==> src/verilog/dsz_pkg.sv <==
// package: shared widths, encodings and carriers of the decrement-and-skip executor
`default_nettype none
package dsz_pkg;
    localparam int          DSZ_DATA_W      = 8;
    localparam int          DSZ_ADDR_W      = 12;
    localparam int          DSZ_BSR_W       = 4;
    localparam int          DSZ_PC_W        = 21;
    // access bank splits into low ram and the special register page
    localparam logic [7:0]  DSZ_ACCESS_SPLIT = 8'h60;
    localparam logic [7:0]  DSZ_LITERAL_MAX  = 8'h5f;
    localparam logic [3:0]  DSZ_LOW_PAGE     = 4'h0;
    localparam logic [3:0]  DSZ_SFR_PAGE     = 4'hf;
    localparam logic [7:0]  DSZ_DEC_STEP     = 8'h01;
    localparam logic [7:0]  DSZ_ZERO         = 8'h00;
    // program counter advance per cycle, in byte addresses
    localparam logic [20:0] DSZ_PC_STEP1     = 21'h000002;
    localparam logic [20:0] DSZ_PC_STEP2     = 21'h000004;
    localparam logic [20:0] DSZ_PC_STEP3     = 21'h000006;
    localparam logic [1:0]  DSZ_CYC_PLAIN    = 2'h1;
    localparam logic [1:0]  DSZ_CYC_SKIP     = 2'h2;
    localparam logic [1:0]  DSZ_CYC_SKIP2    = 2'h3;
    localparam logic [1:0]  DSZ_CYC_RESET    = 2'h0;

    // four phases of one instruction cycle, gray ordered
    typedef enum logic [1:0] {
        DSZ_Q1 = 2'h0,
        DSZ_Q2 = 2'h1,
        DSZ_Q3 = 2'h3,
        DSZ_Q4 = 2'h2
    } dsz_phase_e;

    typedef enum logic [1:0] {
        DSZ_IDLE  = 2'h0,
        DSZ_EXEC  = 2'h1,
        DSZ_SKIP  = 2'h3,
        DSZ_SKIP2 = 2'h2
    } dsz_state_e;

    typedef enum logic [1:0] {
        DSZ_MODE_ACCESS  = 2'h0,
        DSZ_MODE_BANKED  = 2'h1,
        DSZ_MODE_INDEXED = 2'h2
    } dsz_mode_e;

    // operand fields of one issued instruction
    typedef struct packed {
        logic [7:0] f;
        logic       dest;
        logic       bank;
        logic       two_word;
    } dsz_req_s;
endpackage : dsz_pkg
`default_nettype wire
==> src/verilog/dsz_addr_resolve.sv <==
// data memory address resolution for a byte-oriented operand
`default_nettype none
module dsz_addr_resolve (
    // operand
    input  wire logic [7:0]                      i_f,
    input  wire logic                            i_bank,
    input  wire logic                            i_ext_en,
    input  wire logic [dsz_pkg::DSZ_BSR_W-1:0]   i_bsr,
    input  wire logic [dsz_pkg::DSZ_ADDR_W-1:0]  i_index_base,
    // result
    output logic      [dsz_pkg::DSZ_ADDR_W-1:0]  o_addr,
    output dsz_pkg::dsz_mode_e                   o_mode
);
    import dsz_pkg::*;

    // indexed wins over plain access only with the extended set on
    always_comb begin
        if (i_bank) begin
            o_mode = DSZ_MODE_BANKED;
            o_addr = {i_bsr, i_f};
        end else if (i_ext_en && (i_f <= DSZ_LITERAL_MAX)) begin
            o_mode = DSZ_MODE_INDEXED;
            o_addr = i_index_base + {4'h0, i_f};
        end else begin
            o_mode = DSZ_MODE_ACCESS;
            o_addr = (i_f < DSZ_ACCESS_SPLIT) ? {DSZ_LOW_PAGE, i_f}
                                              : {DSZ_SFR_PAGE, i_f};
        end
    end
endmodule : dsz_addr_resolve
`default_nettype wire

==> src/verilog/dsz_exec.sv <==
// executor of the decrement-and-skip-on-zero instruction, one clock per phase
`default_nettype none
// Behaviour
// - the decremented byte goes to the accumulator if dest is 0, else back to the register.
// - a zero result drops the fetched next instruction and runs one idle cycle, two in all.
// - a skipped two-word instruction costs two no-operation cycles, three cycles total.
// - with the bank bit 0 and indexed mode not selected the address lies in the fixed access bank.
// - with the bank bit 1 the bank select register extends the address into banked ram.
// - bank bit 0, extended set on and address at most 5Fh select indexed literal offset mode.
// - a non-zero result continues at the following instruction, program counter plus 2.
module dsz_exec (
    // clock and reset
    input  wire logic                            i_sys_clk,
    input  wire logic                            i_resetn,
    // instruction issue
    input  wire logic                            i_start,
    input  wire dsz_pkg::dsz_req_s               i_req,
    input  wire logic [dsz_pkg::DSZ_PC_W-1:0]    i_pc,
    input  wire logic [dsz_pkg::DSZ_BSR_W-1:0]   i_bsr,
    input  wire logic                            i_ext_en,
    input  wire logic [dsz_pkg::DSZ_ADDR_W-1:0]  i_index_base,
    // data memory
    input  wire logic [dsz_pkg::DSZ_DATA_W-1:0]  i_rd_data,
    output logic                                 o_rd_en,
    output logic      [dsz_pkg::DSZ_ADDR_W-1:0]  o_addr,
    output logic                                 o_wr_en,
    output logic      [dsz_pkg::DSZ_DATA_W-1:0]  o_wr_data,
    // accumulator
    output logic                                 o_w_wr_en,
    output logic      [dsz_pkg::DSZ_DATA_W-1:0]  o_w_data,
    // sequencing
    output logic                                 o_busy,
    output logic      [1:0]                      o_phase,
    output logic                                 o_flush,
    output logic                                 o_done,
    output logic      [1:0]                      o_cycles,
    output logic      [dsz_pkg::DSZ_PC_W-1:0]    o_pc
);
    import dsz_pkg::*;

    typedef struct packed {
        dsz_state_e                 state;
        dsz_phase_e                 phase;
        dsz_req_s                   req;
        logic                       ext_en;
        logic [DSZ_BSR_W-1:0]       bank_select_register;
        logic [DSZ_ADDR_W-1:0]      index_base;
        logic [DSZ_PC_W-1:0]        pc_base;
        dsz_mode_e                  mode;
        logic [DSZ_DATA_W-1:0]      result;
        logic                       rd_en;
        logic [DSZ_ADDR_W-1:0]      addr;
        logic                       wr_en;
        logic [DSZ_DATA_W-1:0]      wr_data;
        logic                       w_wr_en;
        logic [DSZ_DATA_W-1:0]      w_data;
        logic                       flush;
        logic                       done;
        logic [1:0]                 cycles;
        logic [DSZ_PC_W-1:0]        pc;
        logic                       busy;
    } dsz_core_s;

    dsz_core_s              core_reg;
    dsz_core_s              core_next;
    logic [1:0]             rst_sync_reg;
    logic                   rst_n;
    logic [DSZ_ADDR_W-1:0]  res_addr;
    dsz_mode_e              res_mode;

    ////////////////////////////////////////////////////////////////////////////
    // reset release through two flops, asserted at once
    always_ff @(posedge i_sys_clk or negedge i_resetn) begin
        if (!i_resetn) begin
            rst_sync_reg <= 2'h0;
        end else begin
            rst_sync_reg <= {rst_sync_reg[0], 1'b1};
        end
    end
    assign rst_n = rst_sync_reg[1];

    ////////////////////////////////////////////////////////////////////////////
    // address source from the latched operand, so mid-instruction input changes are harmless
    dsz_addr_resolve i_dsz_addr_resolve (
        .i_f          (core_reg.req.f),
        .i_bank       (core_reg.req.bank),
        .i_ext_en     (core_reg.ext_en),
        .i_bsr        (core_reg.bank_select_register),
        .i_index_base (core_reg.index_base),
        .o_addr       (res_addr),
        .o_mode       (res_mode)
    );

    ////////////////////////////////////////////////////////////////////////////
    // phase sequencer; strobes are single-cycle and default low
    always_comb begin
        core_next         = core_reg;
        core_next.rd_en   = 1'b0;
        core_next.wr_en   = 1'b0;
        core_next.w_wr_en = 1'b0;
        core_next.flush   = 1'b0;
        core_next.done    = 1'b0;
        case (core_reg.state)
            DSZ_IDLE: begin
                if (i_start) begin
                    core_next.state      = DSZ_EXEC;
                    core_next.phase      = DSZ_Q1;
                    core_next.req        = i_req;
                    core_next.ext_en     = i_ext_en;
                    core_next.bank_select_register        = i_bsr;
                    core_next.index_base = i_index_base;
                    core_next.pc_base    = i_pc;
                end
            end
            DSZ_EXEC: begin
                case (core_reg.phase)
                    DSZ_Q1: begin
                        core_next.addr  = res_addr;
                        core_next.mode  = res_mode;
                        core_next.phase = DSZ_Q2;
                    end
                    DSZ_Q2: begin
                        core_next.rd_en = 1'b1;
                        core_next.phase = DSZ_Q3;
                    end
                    DSZ_Q3: begin
                        core_next.result = i_rd_data - DSZ_DEC_STEP;
                        core_next.phase  = DSZ_Q4;
                    end
                    DSZ_Q4: begin
                        if (core_reg.req.dest) begin
                            core_next.wr_en   = 1'b1;
                            core_next.wr_data = core_reg.result;
                        end else begin
                            core_next.w_wr_en = 1'b1;
                            core_next.w_data  = core_reg.result;
                        end
                        core_next.phase = DSZ_Q1;
                        if (core_reg.result == DSZ_ZERO) begin
                            core_next.flush = 1'b1;
                            core_next.state = DSZ_SKIP;
                        end else begin
                            core_next.done   = 1'b1;
                            core_next.cycles = DSZ_CYC_PLAIN;
                            core_next.pc     = core_reg.pc_base + DSZ_PC_STEP1;
                            core_next.state  = DSZ_IDLE;
                        end
                    end
                    default: begin
                        core_next.phase = DSZ_Q1;
                    end
                endcase
            end
            DSZ_SKIP, DSZ_SKIP2: begin
                // no memory or accumulator strobe in any skip phase
                case (core_reg.phase)
                    DSZ_Q1:  core_next.phase = DSZ_Q2;
                    DSZ_Q2:  core_next.phase = DSZ_Q3;
                    DSZ_Q3:  core_next.phase = DSZ_Q4;
                    default: core_next.phase = DSZ_Q1;
                endcase
                if (core_reg.phase == DSZ_Q4) begin
                    if (core_reg.state == DSZ_SKIP && core_reg.req.two_word) begin
                        core_next.state = DSZ_SKIP2;
                    end else if (core_reg.state == DSZ_SKIP) begin
                        core_next.done   = 1'b1;
                        core_next.cycles = DSZ_CYC_SKIP;
                        core_next.pc     = core_reg.pc_base + DSZ_PC_STEP2;
                        core_next.state  = DSZ_IDLE;
                    end else begin
                        core_next.done   = 1'b1;
                        core_next.cycles = DSZ_CYC_SKIP2;
                        core_next.pc     = core_reg.pc_base + DSZ_PC_STEP3;
                        core_next.state  = DSZ_IDLE;
                    end
                end
            end
            default: begin
                core_next.state = DSZ_IDLE;
            end
        endcase
        // busy is kept in a flop so the output carries no decode glitch
        core_next.busy = (core_next.state != DSZ_IDLE);
    end

    always_ff @(posedge i_sys_clk or negedge rst_n) begin
        if (!rst_n) begin
            core_reg        <= '0;
            core_reg.cycles <= DSZ_CYC_RESET;
        end else begin
            core_reg <= core_next;
        end
    end

    ////////////////////////////////////////////////////////////////////////////
    // outputs straight from the state flops
    assign o_rd_en   = core_reg.rd_en;
    assign o_addr    = core_reg.addr;
    assign o_wr_en   = core_reg.wr_en;
    assign o_wr_data = core_reg.wr_data;
    assign o_w_wr_en = core_reg.w_wr_en;
    assign o_w_data  = core_reg.w_data;
    assign o_busy    = core_reg.busy;
    assign o_phase   = core_reg.phase;
    assign o_flush   = core_reg.flush;
    assign o_done    = core_reg.done;
    assign o_cycles  = core_reg.cycles;
    assign o_pc      = core_reg.pc;

    ////////////////////////////////////////////////////////////////////////////
    // checks
    a_reg_write_value: assert property (@(posedge i_sys_clk) disable iff (!rst_n)
        o_wr_en |-> !o_w_wr_en && core_reg.req.dest &&
                    (o_wr_data == 8'($past(i_rd_data, 2) - DSZ_DEC_STEP)))
        else $error("register write value wrong");
    a_acc_write_value: assert property (@(posedge i_sys_clk) disable iff (!rst_n)
        o_w_wr_en |-> !core_reg.req.dest &&
                      (o_w_data == 8'($past(i_rd_data, 2) - DSZ_DEC_STEP)))
        else $error("accumulator write value wrong");
    a_flush_on_zero: assert property (@(posedge i_sys_clk) disable iff (!rst_n)
        (o_wr_en && o_wr_data == DSZ_ZERO) || (o_w_wr_en && o_w_data == DSZ_ZERO)
        |-> o_flush)
        else $error("zero result did not flush");
    a_skip_one_len: assert property (@(posedge i_sys_clk) disable iff (!rst_n)
        (o_flush && !core_reg.req.two_word) |-> !o_done [*4] ##1
        (o_done && o_cycles == DSZ_CYC_SKIP && o_pc == core_reg.pc_base + DSZ_PC_STEP2))
        else $error("single skip length wrong");
    a_skip_two_len: assert property (@(posedge i_sys_clk) disable iff (!rst_n)
        (o_flush && core_reg.req.two_word) |-> ##8
        (o_done && o_cycles == DSZ_CYC_SKIP2 && o_pc == core_reg.pc_base + DSZ_PC_STEP3))
        else $error("double skip length wrong");
    a_access_addr: assert property (@(posedge i_sys_clk) disable iff (!rst_n)
        (o_rd_en && !core_reg.req.bank && core_reg.mode != DSZ_MODE_INDEXED) |->
        o_addr[7:0] == core_reg.req.f &&
        o_addr[11:8] == ((core_reg.req.f < DSZ_ACCESS_SPLIT) ? DSZ_LOW_PAGE : DSZ_SFR_PAGE))
        else $error("access bank address wrong");
    a_banked_addr: assert property (@(posedge i_sys_clk) disable iff (!rst_n)
        (o_rd_en && core_reg.req.bank) |-> o_addr == {core_reg.bank_select_register, core_reg.req.f})
        else $error("banked address wrong");
    a_indexed_sel: assert property (@(posedge i_sys_clk) disable iff (!rst_n)
        o_rd_en |-> ((core_reg.mode == DSZ_MODE_INDEXED) == (!core_reg.req.bank &&
                     core_reg.ext_en && core_reg.req.f <= DSZ_LITERAL_MAX)))
        else $error("indexed mode selection wrong");
    a_plain_pc: assert property (@(posedge i_sys_clk) disable iff (!rst_n)
        (o_done && !$past(o_busy, 5)) |-> o_cycles == DSZ_CYC_PLAIN &&
        o_pc == core_reg.pc_base + DSZ_PC_STEP1)
        else $error("non-skip exit wrong");
    a_phase_order: assert property (@(posedge i_sys_clk) disable iff (!rst_n)
        $rose(o_busy) |-> ##2 o_rd_en && o_phase == DSZ_Q3 ##2
        (o_wr_en || o_w_wr_en) && o_phase == DSZ_Q1)
        else $error("phase order wrong");
    a_skip_quiet: assert property (@(posedge i_sys_clk) disable iff (!rst_n)
        (core_reg.state == DSZ_SKIP2 || (core_reg.state == DSZ_SKIP && o_phase != DSZ_Q1))
        |-> !o_rd_en && !o_wr_en && !o_w_wr_en && !o_flush)
        else $error("activity in skip cycle");
endmodule : dsz_exec
`default_nettype wire

==> config.mk <==
export PLATFORM = sky130hd
export DESIGN_NAME = dsz_exec
export DESIGN_NICKNAME = d
export VERILOG_FILES = /design/src/verilog/dsz_pkg.sv /design/src/verilog/dsz_addr_resolve.sv /design/src/verilog/dsz_exec.sv
export SDC_FILE = /design/constraint.sdc
export NUM_CORES = 1
export LEC_CHECK = 0
export BUFFER_PORTS_ARGS = -buffer_cell sky130_fd_sc_hd__buf_2
export CAP_MARGIN = 20
export CORE_AREA = 2 2 109 111
export CTS_CLUSTER_SIZE = 10
export DETAILED_ROUTE_END_ITERATION = 8
export DIE_AREA = 0 0 111 113
export PLACE_DENSITY = 0.91
export SYNTH_ARGS = -nofsm -noshare
export SYNTH_HDL_FRONTEND = slang
export SYNTH_SLANG_ARGS = --single-unit
export TNS_END_PERCENT = 100
==> constraint.sdc <==
create_clock -name i_sys_clk -period 4.5 [get_ports i_sys_clk]
set_clock_uncertainty 0.15 [all_clocks]
set_input_delay 0.45 -clock i_sys_clk [delete_from_list [all_inputs] [get_ports i_sys_clk]]
set_output_delay 0.45 -clock i_sys_clk [all_outputs]
set_load 0.05 [all_outputs]
# Yosys cells after proc, flatten, opt, wreduce, memory -nomap -nowiden
# Index checks and enable logic that the tools add are counted.
[word_totals]
regBits = 120
inputBits = 60
output_inout_bits = 59
word_cells = 79
[op_classes]
addsub = 5
magnitude_cmp = 2
eq_ne = 11
n_mux = 23
n_bitwise = 1
reduce_logical = 14
[ops]
columns = ["op", "n"]
rows = [
  ["two-way mux 24 bit", 3],
  ["two-way mux 53 bit", 1],
  ["two-way mux 12 bit", 4],
  ["one-hot mux 24 bit (2 select lines)", 1],
  ["two-way mux 43 bit", 1],
  ["adder 21 x 3 -> 21 bit (second input constant)", 2],
  ["two-way mux 32 bit", 1],
  ["two-way mux 22 bit", 1],
  ["adder 21 x 2 -> 21 bit (second input constant)", 1],
  ["two-way mux 9 bit", 2],
  ["adder 12 x 8 -> 12 bit", 1],
  ["one-hot mux 4 bit (3 select lines)", 1],
  ["inequality test 2 bit (second input constant)", 5],
  ["== test 2 bit (second input constant)", 4],
  ["less-or-equal comparator 8 x 7 -> 1 bit (second input constant)", 1],
  ["logical NOT 8 bit", 1],
  ["less-than comparator 8 x 7 -> 1 bit (second input constant)", 1],
  ["two-way mux 2 bit", 4],
  ["one-hot mux 2 bit (4 select lines)", 1],
  ["subtractor 8 x 1 -> 8 bit (second input constant)", 1],
  ["one-hot mux 2 bit (3 select lines)", 1],
  ["AND reduction 2 bit", 3],
  ["AND reduction 3 bit", 2],
  ["AND reduction 5 bit", 1],
  ["other kinds (7)", 12],
]

# Longest topological paths before layout
# Gate-level depths: netlist of run 1.
[depth]
ltp_word = 6
mapped_depth = 8
depth_no_buf = 8

# Hierarchy
# A second synthesis of run 1 with hierarchy kept.
[unflattened]
hier_cells = 601
area_unflattened_um2 = 6279.8
[modules_own_cells]
columns = ["module", "n_inst", "cells_each", "area_per_inst_um2", "seq_area_each_um2"]
rows = [
  ["dsz_exec", 1, 505, 5642.9, 3002.9],
  ["dsz_addr_resolve", 1, 96, 636.9, 0.0],
]

# Worst setup path after synthesis of run 1
# OpenSTA, ideal clock, no wires.
[synth_path]
path_kind = "flip-flop to flip-flop"
startpoint = "register core_reg[88] (netlist name)"
endpoint = "register core_reg, in the netlist o_addr[10]"
setup_time_ns = 0.152
t_arrival_ns = 2.110
slack_ns = 2.088
path_stages_with_launch = 9
path_buffers = 0
synth_period_minus_slack_ns = 2.412
cell_sequence = "dfrtp_1 ha_1 fa_1 a211oi_1 nor2_1 o41ai_1 nor4_1 o31ai_1 a31oi_1"
[synth_between]
elab_chain_len = 3
[synth_rtl]
columns = ["item", "line", "source"]
rows = [
  ["start: declaration", "dsz_exec.sv:64", "dsz_core_s core_reg;"],
  ["start signal: assignment", "dsz_exec.sv:191", "core_reg <= core_next;"],
  ["adder 12 x 8 -> 12 bit", "dsz_addr_resolve.sv:23", "o_addr = i_index_base + {4'h0, i_f};"],
  ["two-way mux 12 bit", "dsz_addr_resolve.sv:21", "end else if (i_ext_en && (i_f <= DSZ_LITERAL_MAX)) begin"],
  ["two-way mux 12 bit", "dsz_addr_resolve.sv:18", "if (i_bank) begin"],
]
# Every way passes these cells.
# A chain may end at the register's enable or synchronous reset.

# Worst setup path after layout of run 1
[layout_path]
startpoint = "register core_reg[108] (netlist name)"
endpoint = "register core_reg, in the netlist o_addr[10]"
[layout_between]
elab_chain_len = 4
word_cells_on_any_way = 7
[layout_rtl]
columns = ["item", "line"]
rows = [
  ["less-than comparator 8 x 7 -> 1 bit or less-or-equal comparator 8 x 7 -> 1 bit (tied branches)", "dsz_addr_resolve.sv:26, dsz_addr_resolve.sv:21"],
  ["two-way mux 12 bit or logical AND 1 bit (tied branches)", "dsz_addr_resolve.sv:26, dsz_addr_resolve.sv:21"],
  ["two-way mux 12 bit (*)", "dsz_addr_resolve.sv:21"],
  ["two-way mux 12 bit (*)", "dsz_addr_resolve.sv:18"],
]
# Mark *: on every way between the ends. The rest lies on a longest branch, timed or not.

==> results.txt, run 1 <==
- In this run the core area contains 39 standard-cell rows.
- Post-Synthesis Cell Area: 6210 µm²
- Top area cells in the synthesized netlist: dfrtp_1 48%, mux2_2 9.6%, buf_4 6.5%
- Clock edge transition at the registers on the reported setup and hold paths: 0.05 ns
- Die span in x: 111 µm
* Global-route wire length before repair: 22200 µm
* Share of synthesized flip-flops with an asynchronous set or reset: 100%
- After filler insertion, the fill cell instance count of the layout stands at 857.
- After clock tree synthesis, the repair step resized 0 gates.
- Before antenna repair, the detailed router went through 5 iterations.
- The worst path needs 2.75 ns of the cycle, external delays included.
- Number of standard cells in the layout, taps in and fillers out: 813
- Hpwl dp: 9880 µm
- The final max-slew violation count was 0.
- Detail-routed via count per cell: 5.73
- Routed wire length: 13800 µm
* Synthesized netlist net count: 663
* # setup viols final: 0
- Post-route setup slack: 1.75 ns
* Number of enable flip-flop cells after synthesis: 0
- Setup repair after global routing left no endpoint under its margin.
* Seq/Total Area, Yosys: 48.4%
- The core region is 11300 µm².
- Yosys warning total: 0
* Number of CTS-inserted buffers: 17
- In the synthesized netlist, the number of instances is 589.
- The final layout contains 731 nets.
- For the worst setup path, the data required time is 4.61 ns.
* Number of flip-flops in the largest register: 59
- For this design the static power due to leakage is 3.31 nW.
* Unique masters post-synth: 68
- Final hold violations: 0
- Worst-case register-to-register setup slack: 1.75 ns
* Number of nets with antenna violations after detailed routing: 0
* Initial DRC Count: 339
* Fin Hold WS: 0.102 ns
* TritonCTS clock tree: yes
- In this run the number of H-tree levels came out at 4.
- Ports: 119
- Global routing finished with a remaining overflow of 0.
- For the pin with the worst max-slew slack, the measured transition is 0.753 ns.
- DIE HEIGHT: 113 µm
- VDD sags by at most 523 µV.
* Maximum number of buffers from clock root to sink: 2
* Top-area cell type share of the netlist area: 48.4%
- Worst setup EP type: register
* Worst-case headroom to the max-slew limit: 49.6%
- Mean routed wirelength per cell: 17.0 µm
- Worst Hold Class: in -> reg
- Startpoint type of the worst setup path: register
* DRC violation count after routing: 0
- At the placement stage, the worst setup path has a slack of 1.77 ns.
- Routed via count: 4657
- For the worst setup path, the data arrival time is 2.86 ns.
- Clock Sink Count: 120
* Average cell area after synthesis: 10.5 µm²
- For the worst-skew pair, the clock arrives at the later sink with an insertion delay of 0.41 ns.
- Cell count after placement: 778
- After layout, the worst path uses 61.0% of the clock period.
- Maximum fanout along the worst path: 3
* Count leader, synth: dfrtp_1
* Cell depth of the worst hold path: 3
- Of all cell types, the one taking the most synthesized area is dfrtp_1.
- The initial antenna violation count is 0.
- Count of buffers inserted at the top-level ports: 118
- Derived from the worst setup path, the maximum achievable clock frequency is 364 MHz.
- Share of cells above drive strength 1: 33.6%
- The die covers 12500 µm².
- The setup path with the least slack is of type reg -> reg.
* Initial Util: 55.1%
- The flow ran to the end, and the final reports show no timing, DRC or antenna violations.
- Maximum number of pins on one net before global-route repair: 88
* Commonest cells post-synth: 120 x dfrtp_1, 85 x nand2_1, 54 x buf_4
- For this run, the total global-route usage over all layers was measured as 22.3%.
* GP Congestion: 0.860
- CTS root buffer: clkbuf_16
* Maximum Capacitance Violations: 0
* Ant diodes: 0
* Worst reg2reg path depth: 8
- After routing, the total negative slack on setup checks comes to 0 ns.
- The via count of the first global-routing pass was 4680.
- The most used flip-flop cell after synthesis is dfrtp_1.
* Flop and latch count out of synthesis: 120
- Area growth from synthesis to final layout: 15.3%
* Power density normalized to cell area: 905 nW/µm²
==> cell families (layout without fill, tap and decap cells) <==
logic type / Yosys count / in the layout / synth area share [%]
AO/OA/AOI/OAI: 123 / 123 / 13.2
XOR/XNOR: 15 / 15 / 2.12
adder cells (fa/ha/maj): 14 / 14 / 2.94
buffers and inverters: 82 / 163 / 8.69
flip-flops: 120 / 120 / 48.4
multiplexers: 57 / 57 / 10.3
other: 1 / 1 / 0.0604
AND/OR/NAND/NOR: 177 / 177 / 14.3
==> worst max-delay path, stage by stage (launching register included) <==
cell,delay [ns]
dfrtp_1,0.39
ha_1,0.23
fa_1,0.44
a211oi_1,0.32
nor2_1,0.12
o41ai_1,0.49
nor4_1,0.11
o31ai_1,0.25
a31oi_1,0.10
==> layout make-up <==
cell class	instances	area [µm²]	area share, %
inverter	9	33.8	0.472
clock inverter	7	87.6	1.22
multi-input combinational	387	2670	37.3
tap	143	179	2.50
clock buffer	25	526	7.35
timing repair buffer	122	656	9.16
sequential	120	3010	42.0
==> power by group <==
part / internal, W / leakage (nW) / switching (W)
combinational: 0.00104 / 1.56 / 0.00190
sequential: 0.00160 / 1.45 / 0.000552
clock: 0.000914 / 0.305 / 0.000461
total: 0.00356 / 3.31 / 0.00292
==> stage by stage <==
step                      util (%)  instance area, µm²  total power, W
after floorplan                  -                6210         0.00470
after global placement        57.5                6480         0.00491
after detailed placement      57.5                6480         0.00508
after CTS                     63.0                7110         0.00647
after global routing          63.5                7150         0.00684
final                         63.5                7150         0.00648
==> placed cells by master, fill, tap and decap left out, drive strengths merged, types with 2 or more instances in the layout <==
cell	netlist	final
a211oi	6	6
a21o	5	5
a21oi	23	23
a221o	7	7
a22o	4	4
a31oi	4	4
a32oi	3	3
and3	7	7
buf	63	121
bufinv	0	2
clkbuf	10	25
clkinv	1	5
dfrtp	120	120
ha	13	13
inv	8	8
mux2	53	53
mux2i	4	4
nand2	85	85
nand2b	2	2
nand3	10	10
nand3b	5	5
nand4	2	2
nor2	29	29
nor2b	5	5
nor3	15	15
nor3b	4	4
nor4	4	4
o211ai	4	4
o21ai	42	42
o21bai	4	4
o22ai	2	2
o311ai	4	4
o31ai	5	5
xnor2	13	13
xor2	2	2
==> per-layer routing <==
layer,GRT usage [%],up-vias,wire [µm]
li1,-,2184,-
met1,26.0,2264,5600
met2,38.4,182,7080
met3,6.96,27,826
met4,9.67,0,278
met5,0,-,0
==> final timing paths <==
| check | start | endpoint |
|---|---|---|
| setup / recovery | core_reg[108]$_DFFE_PN0P_ | o_addr[10]$_DFFE_PN0P_ |
| hold / removal | i_pc[15] | core_reg[82]$_DFFE_PN0P_ |
| setup reg to reg | core_reg[108]$_DFFE_PN0P_ | o_addr[10]$_DFFE_PN0P_ |
| hold reg to reg | rst_sync_reg[1]$_DFF_PN0_ | core_reg[102]$_DFFE_PN0P_ |
| max in group asynchronous | rst_sync_reg[1]$_DFF_PN0_ | core_reg[76]$_DFFE_PN0P_ |
| min in group asynchronous | rst_sync_reg[1]$_DFF_PN0_ | core_reg[102]$_DFFE_PN0P_ |
==> timing repair <==
| action | 4_1_cts | 5_1_grt |
|---|---|---|
| hold buffers | 1 | 0 |
| hold endpoints to repair | 2 | 0 |
| setup buffers | 0 | 0 |
No activity file was read; power rests on OpenSTA's default activity.
==> inputs of run 2 (changes only) <==
clock period = 2.55 ns   (was 4.5 ns; I/O delays follow)
==> run 2 against run 1 <==
Against the previous run:
- final cell count rose by 8.0%
- flip-flop and latch count did not move
- register-to-register slack got worse by 1.7 ns
- sequential power rose by 75%
- cell area rose by 8.7%
- combinational power rose by 90%
- non-clock buffer count rose by 65
- setup slack got worse by 1.7 ns
==> results.txt, run 2 (synthesized netlist as in run 1, its figures left out) <==
- The count of inserted antenna diode cells was 0 (unchanged).
- Worst hold path endpoint: core_reg[62]$_DFFE_PN0P_ (was core_reg[82]$_DFFE_PN0P_)
- Global route total overflow: 0 (unchanged)
* Hpwl dp: 10000 µm (was 9880 µm)
- The worst-case setup margin in the final layout came to 0.0821 ns (was 1.75 ns).
- The cell depth of the worst min-delay path is 3 (unchanged).
* Area growth from synthesis to final layout: 25.3% (was 15.3%)
- The type of the tightest min-delay check is in -> reg (unchanged).
- Critical path data required time: 2.66 ns (was 4.61 ns)
- Initial Util: 55.1% (unchanged)
- Clock Sink Count: 120 (unchanged)
- The deepest clock path buffer count is 2 (unchanged).
- Number of global-route vias before repair: 5277 (was 4680)
- The initial DRC count was 399 (was 339).
- The post-placement setup slack came to -0.186 ns (was 1.77 ns).
- The type of the worst setup path is reg -> reg (unchanged).
- The antenna violation net count after detailed routing was 0 (unchanged).
* Startpoint type of the worst setup path: register (unchanged)
- The signal arrival time at the worst endpoint came to 2.58 ns (was 2.86 ns).
- The register-to-register setup slack came to 0.08 ns (was 1.75 ns).
- Startpoint of the worst-slack reg-to-reg timing path: core_reg[108]$_DFFE_PN0P_ (unchanged)
* CTS root buffer: clkbuf_16 (unchanged)
- The count of maximum capacitance violations is 0 (unchanged).
- The H-tree level count was 4 (unchanged).
- Pins over their slew limit: 0 (unchanged)
- The full die area was 12500 µm² (unchanged).
- Fin Hold WS: 0.0370 ns (was 0.102 ns)
- The number of detailed-route iterations in the first pass came to 8 (was 5).
- Worst reg2reg path depth: 9 (was 8)
- Number of flip-flops in the largest register: 59 (unchanged)
- The cell with the largest stage delay on the worst path is dfrtp_1 (was o41ai_1).
* Pleak: 3.58 nW (was 3.31 nW)
- The maximum net fanout on the critical path came to 3 (unchanged).
- Detail-routed via count per cell: 5.75 (was 5.73)
- DIE HEIGHT: 113 µm (unchanged)
* Fraction of the cycle the final worst path needs: 96.8% (was 61.0%)
- Latest clock arrival within the worst-skew pair: 0.41 ns (about the same)
- The final number of setup-violating endpoints is 0 (unchanged).
- The remaining routing DRC violations was 0 (unchanged).
- Run status: finished, final reports clean (unchanged).
* Leading cell types in the layout, fill and taps excluded: 119 x dfrtp_1, 118 x buf_2, 85 x nand2_1 (unchanged)
- The count of pins on the block boundary was 119 (unchanged).
- The post-layout net count is 796 (was 731).
- GP Congestion: 0.855 (was 0.860)
* Core footprint: 11300 µm² (unchanged)
- Power density normalized to cell area: 1520 nW/µm² (was 905 nW/µm²)
- The routed wire length was 15800 µm (was 13800 µm).
- The aggregate global-route resource usage was 26.3% (was 22.3%).
- The relative max-transition margin was 48.3% (was 49.6%).
* Number of CTS-inserted buffers: 17 (unchanged)
- The kind of end point of the critical path is a register (unchanged).
- The delay of the slowest cell on the worst path came to 0.40 ns (was 0.49 ns).
- Mean routed wirelength per cell: 18.0 µm (was 17.0 µm)
- RSZ-0062 raised after global routing: yes (was no).
- Global-route wire length before repair: 25900 µm (was 22200 µm)
* Die span in x: 111 µm (unchanged)
- The setup fix buffers added after clock tree synthesis was 0 (unchanged).
- TritonCTS clock tree: yes (unchanged)
- Routed via count: 5046 (was 4657)
* Maximum number of pins on one net before global-route repair: 55 (was 88)
- Row cnt: 39 (unchanged)
- VDD IR max: 1110 µV (was 523 µV)
* Clock edge transition at the registers on the reported setup and hold paths: 0.05 ns (about the same)
* Share of cells above drive strength 1: 32.8% (was 33.6%)
- The startpoint of the tightest hold check path is i_rd_data[5] (was i_pc[15]).
- The highest clock rate was 405 MHz (was 364 MHz).
- Measured slew at the worst slew-check pin: 0.769 ns (was 0.753 ns)
- Count of buffers inserted at the top-level ports: 118 (unchanged)
* Final worst path period need: 2.47 ns (was 2.75 ns)
* Number of antenna violations at the first check in global routing: 0 (unchanged)
- The worst reg2reg path endpoint was o_addr[10]$_DFFE_PN0P_ (unchanged).
* Critical path, cell by cell: ha_2 -> fa_2 -> a211oi_2 -> nor2_1 -> o41ai_2 -> buf_4 -> nor4_1 -> o31ai_1 -> a31oi_1 (was ha_1 -> fa_1 -> a211oi_1 -> nor2_1 -> o41ai_1 -> nor4_1 -> o31ai_1 -> a31oi_1)
* Most frequent standard cell in the layout excluding fill and tap cells: dfrtp_1 (unchanged)
- The number of endpoints with negative hold slack in the final report was 0 (unchanged).
run 2: changes by cell type in the layout (fill, tap and decap cells not counted), moves of 2 or more:
cell / delta
clkinv_4: +2
clkbuf_8: -5
dlygate4sd3_1: +53
buf_4: +12
run 2: metal layers:
metal	GRT usage [%]	part of all wire, %
met1	28.8	39
met2	47.6	53
met3	7.34	5.3
met4	12.3	3.2
met5	0	0
run 2: cell type report:
class | count | area [µm²]
clock inverters | 12 | 149
fillers | 773 | 3490
flip-flops and latches | 120 | 3010
well taps | 143 | 179
inverters | 9 | 33.8
repair buffers | 187 | 1270
multi-input cells | 387 | 2680
clock buffers | 20 | 457
run 2: per-stage QoR:
| stage | total power, W | instance area, µm² | utilization, % | std cells | setup TNS, ns |
|---|---|---|---|---|---|
| 6_report | 0.0118 | 7780 | 69.0 | 878 | 0 |
| 5_1_grt | 0.0125 | 7780 | 69.0 | 878 | -0.0743 |
| 4_1_cts | 0.0117 | 7770 | 69.0 | 878 | 0 |
| 3_5_place_dp | 0.00909 | 6610 | 58.7 | 792 | -0.323 |
| 3_3_place_gp | 0.00880 | 6610 | 58.7 | 792 | -0.0269 |
| 2_1_floorplan | 0.00829 | 6210 | - | 589 | 0 |
run 2: repair_timing:
| action | CTS | global route |
|---|---|---|
| gates resized for setup | 3 | 1 |
| hold buffers | 54 | 0 |
| cloned | 0 | 0 |
| hold endpoints to repair | 55 | 0 |
| pin swaps | 0 | 0 |
| setup endpoints to repair | 2 | 1 |
run 2: how the worst max path moves through the flow:
stage | start | end | slack, ns | cells after the start
after floorplan | core_reg[88]$_DFFE_PN0P_ | o_addr[10]$_DFFE_PN0P_ | 0.14 | 8
after global placement | core_reg[88]$_DFFE_PN0P_ | o_addr[10]$_DFFE_PN0P_ | -0.03 | 9
after detailed placement | core_reg[108]$_DFFE_PN0P_ | o_addr[10]$_DFFE_PN0P_ | -0.19 | 9
after CTS | core_reg[108]$_DFFE_PN0P_ | o_addr[10]$_DFFE_PN0P_ | 0.07 | 9
after global routing | core_reg[108]$_DFFE_PN0P_ | o_addr[10]$_DFFE_PN0P_ | -0.07 | 9
final | core_reg[108]$_DFFE_PN0P_ | o_addr[10]$_DFFE_PN0P_ | 0.08 | 9
run 2: power breakdown:
| group | internal (W) | leakage [nW] | switching, W |
|---|---|---|---|
| clock network | 0.00158 | 0.300 | 0.000862 |
| logic | 0.00203 | 1.84 | 0.00357 |
| registers | 0.00283 | 1.45 | 0.000949 |
| total | 0.00644 | 3.58 | 0.00538 |
run 2: worst max-delay path, delay by kind of cell (launching register included):
| family | cells | cell delay, ns |
|---|---|---|
| AO/OA/AOI/OAI | 4 | 0.82 |
| adder cells (fa/ha/maj) | 2 | 0.59 |
| buffers and inverters | 1 | 0.18 |
| flip-flops | 1 | 0.40 |
| AND/OR/NAND/NOR | 2 | 0.14 |
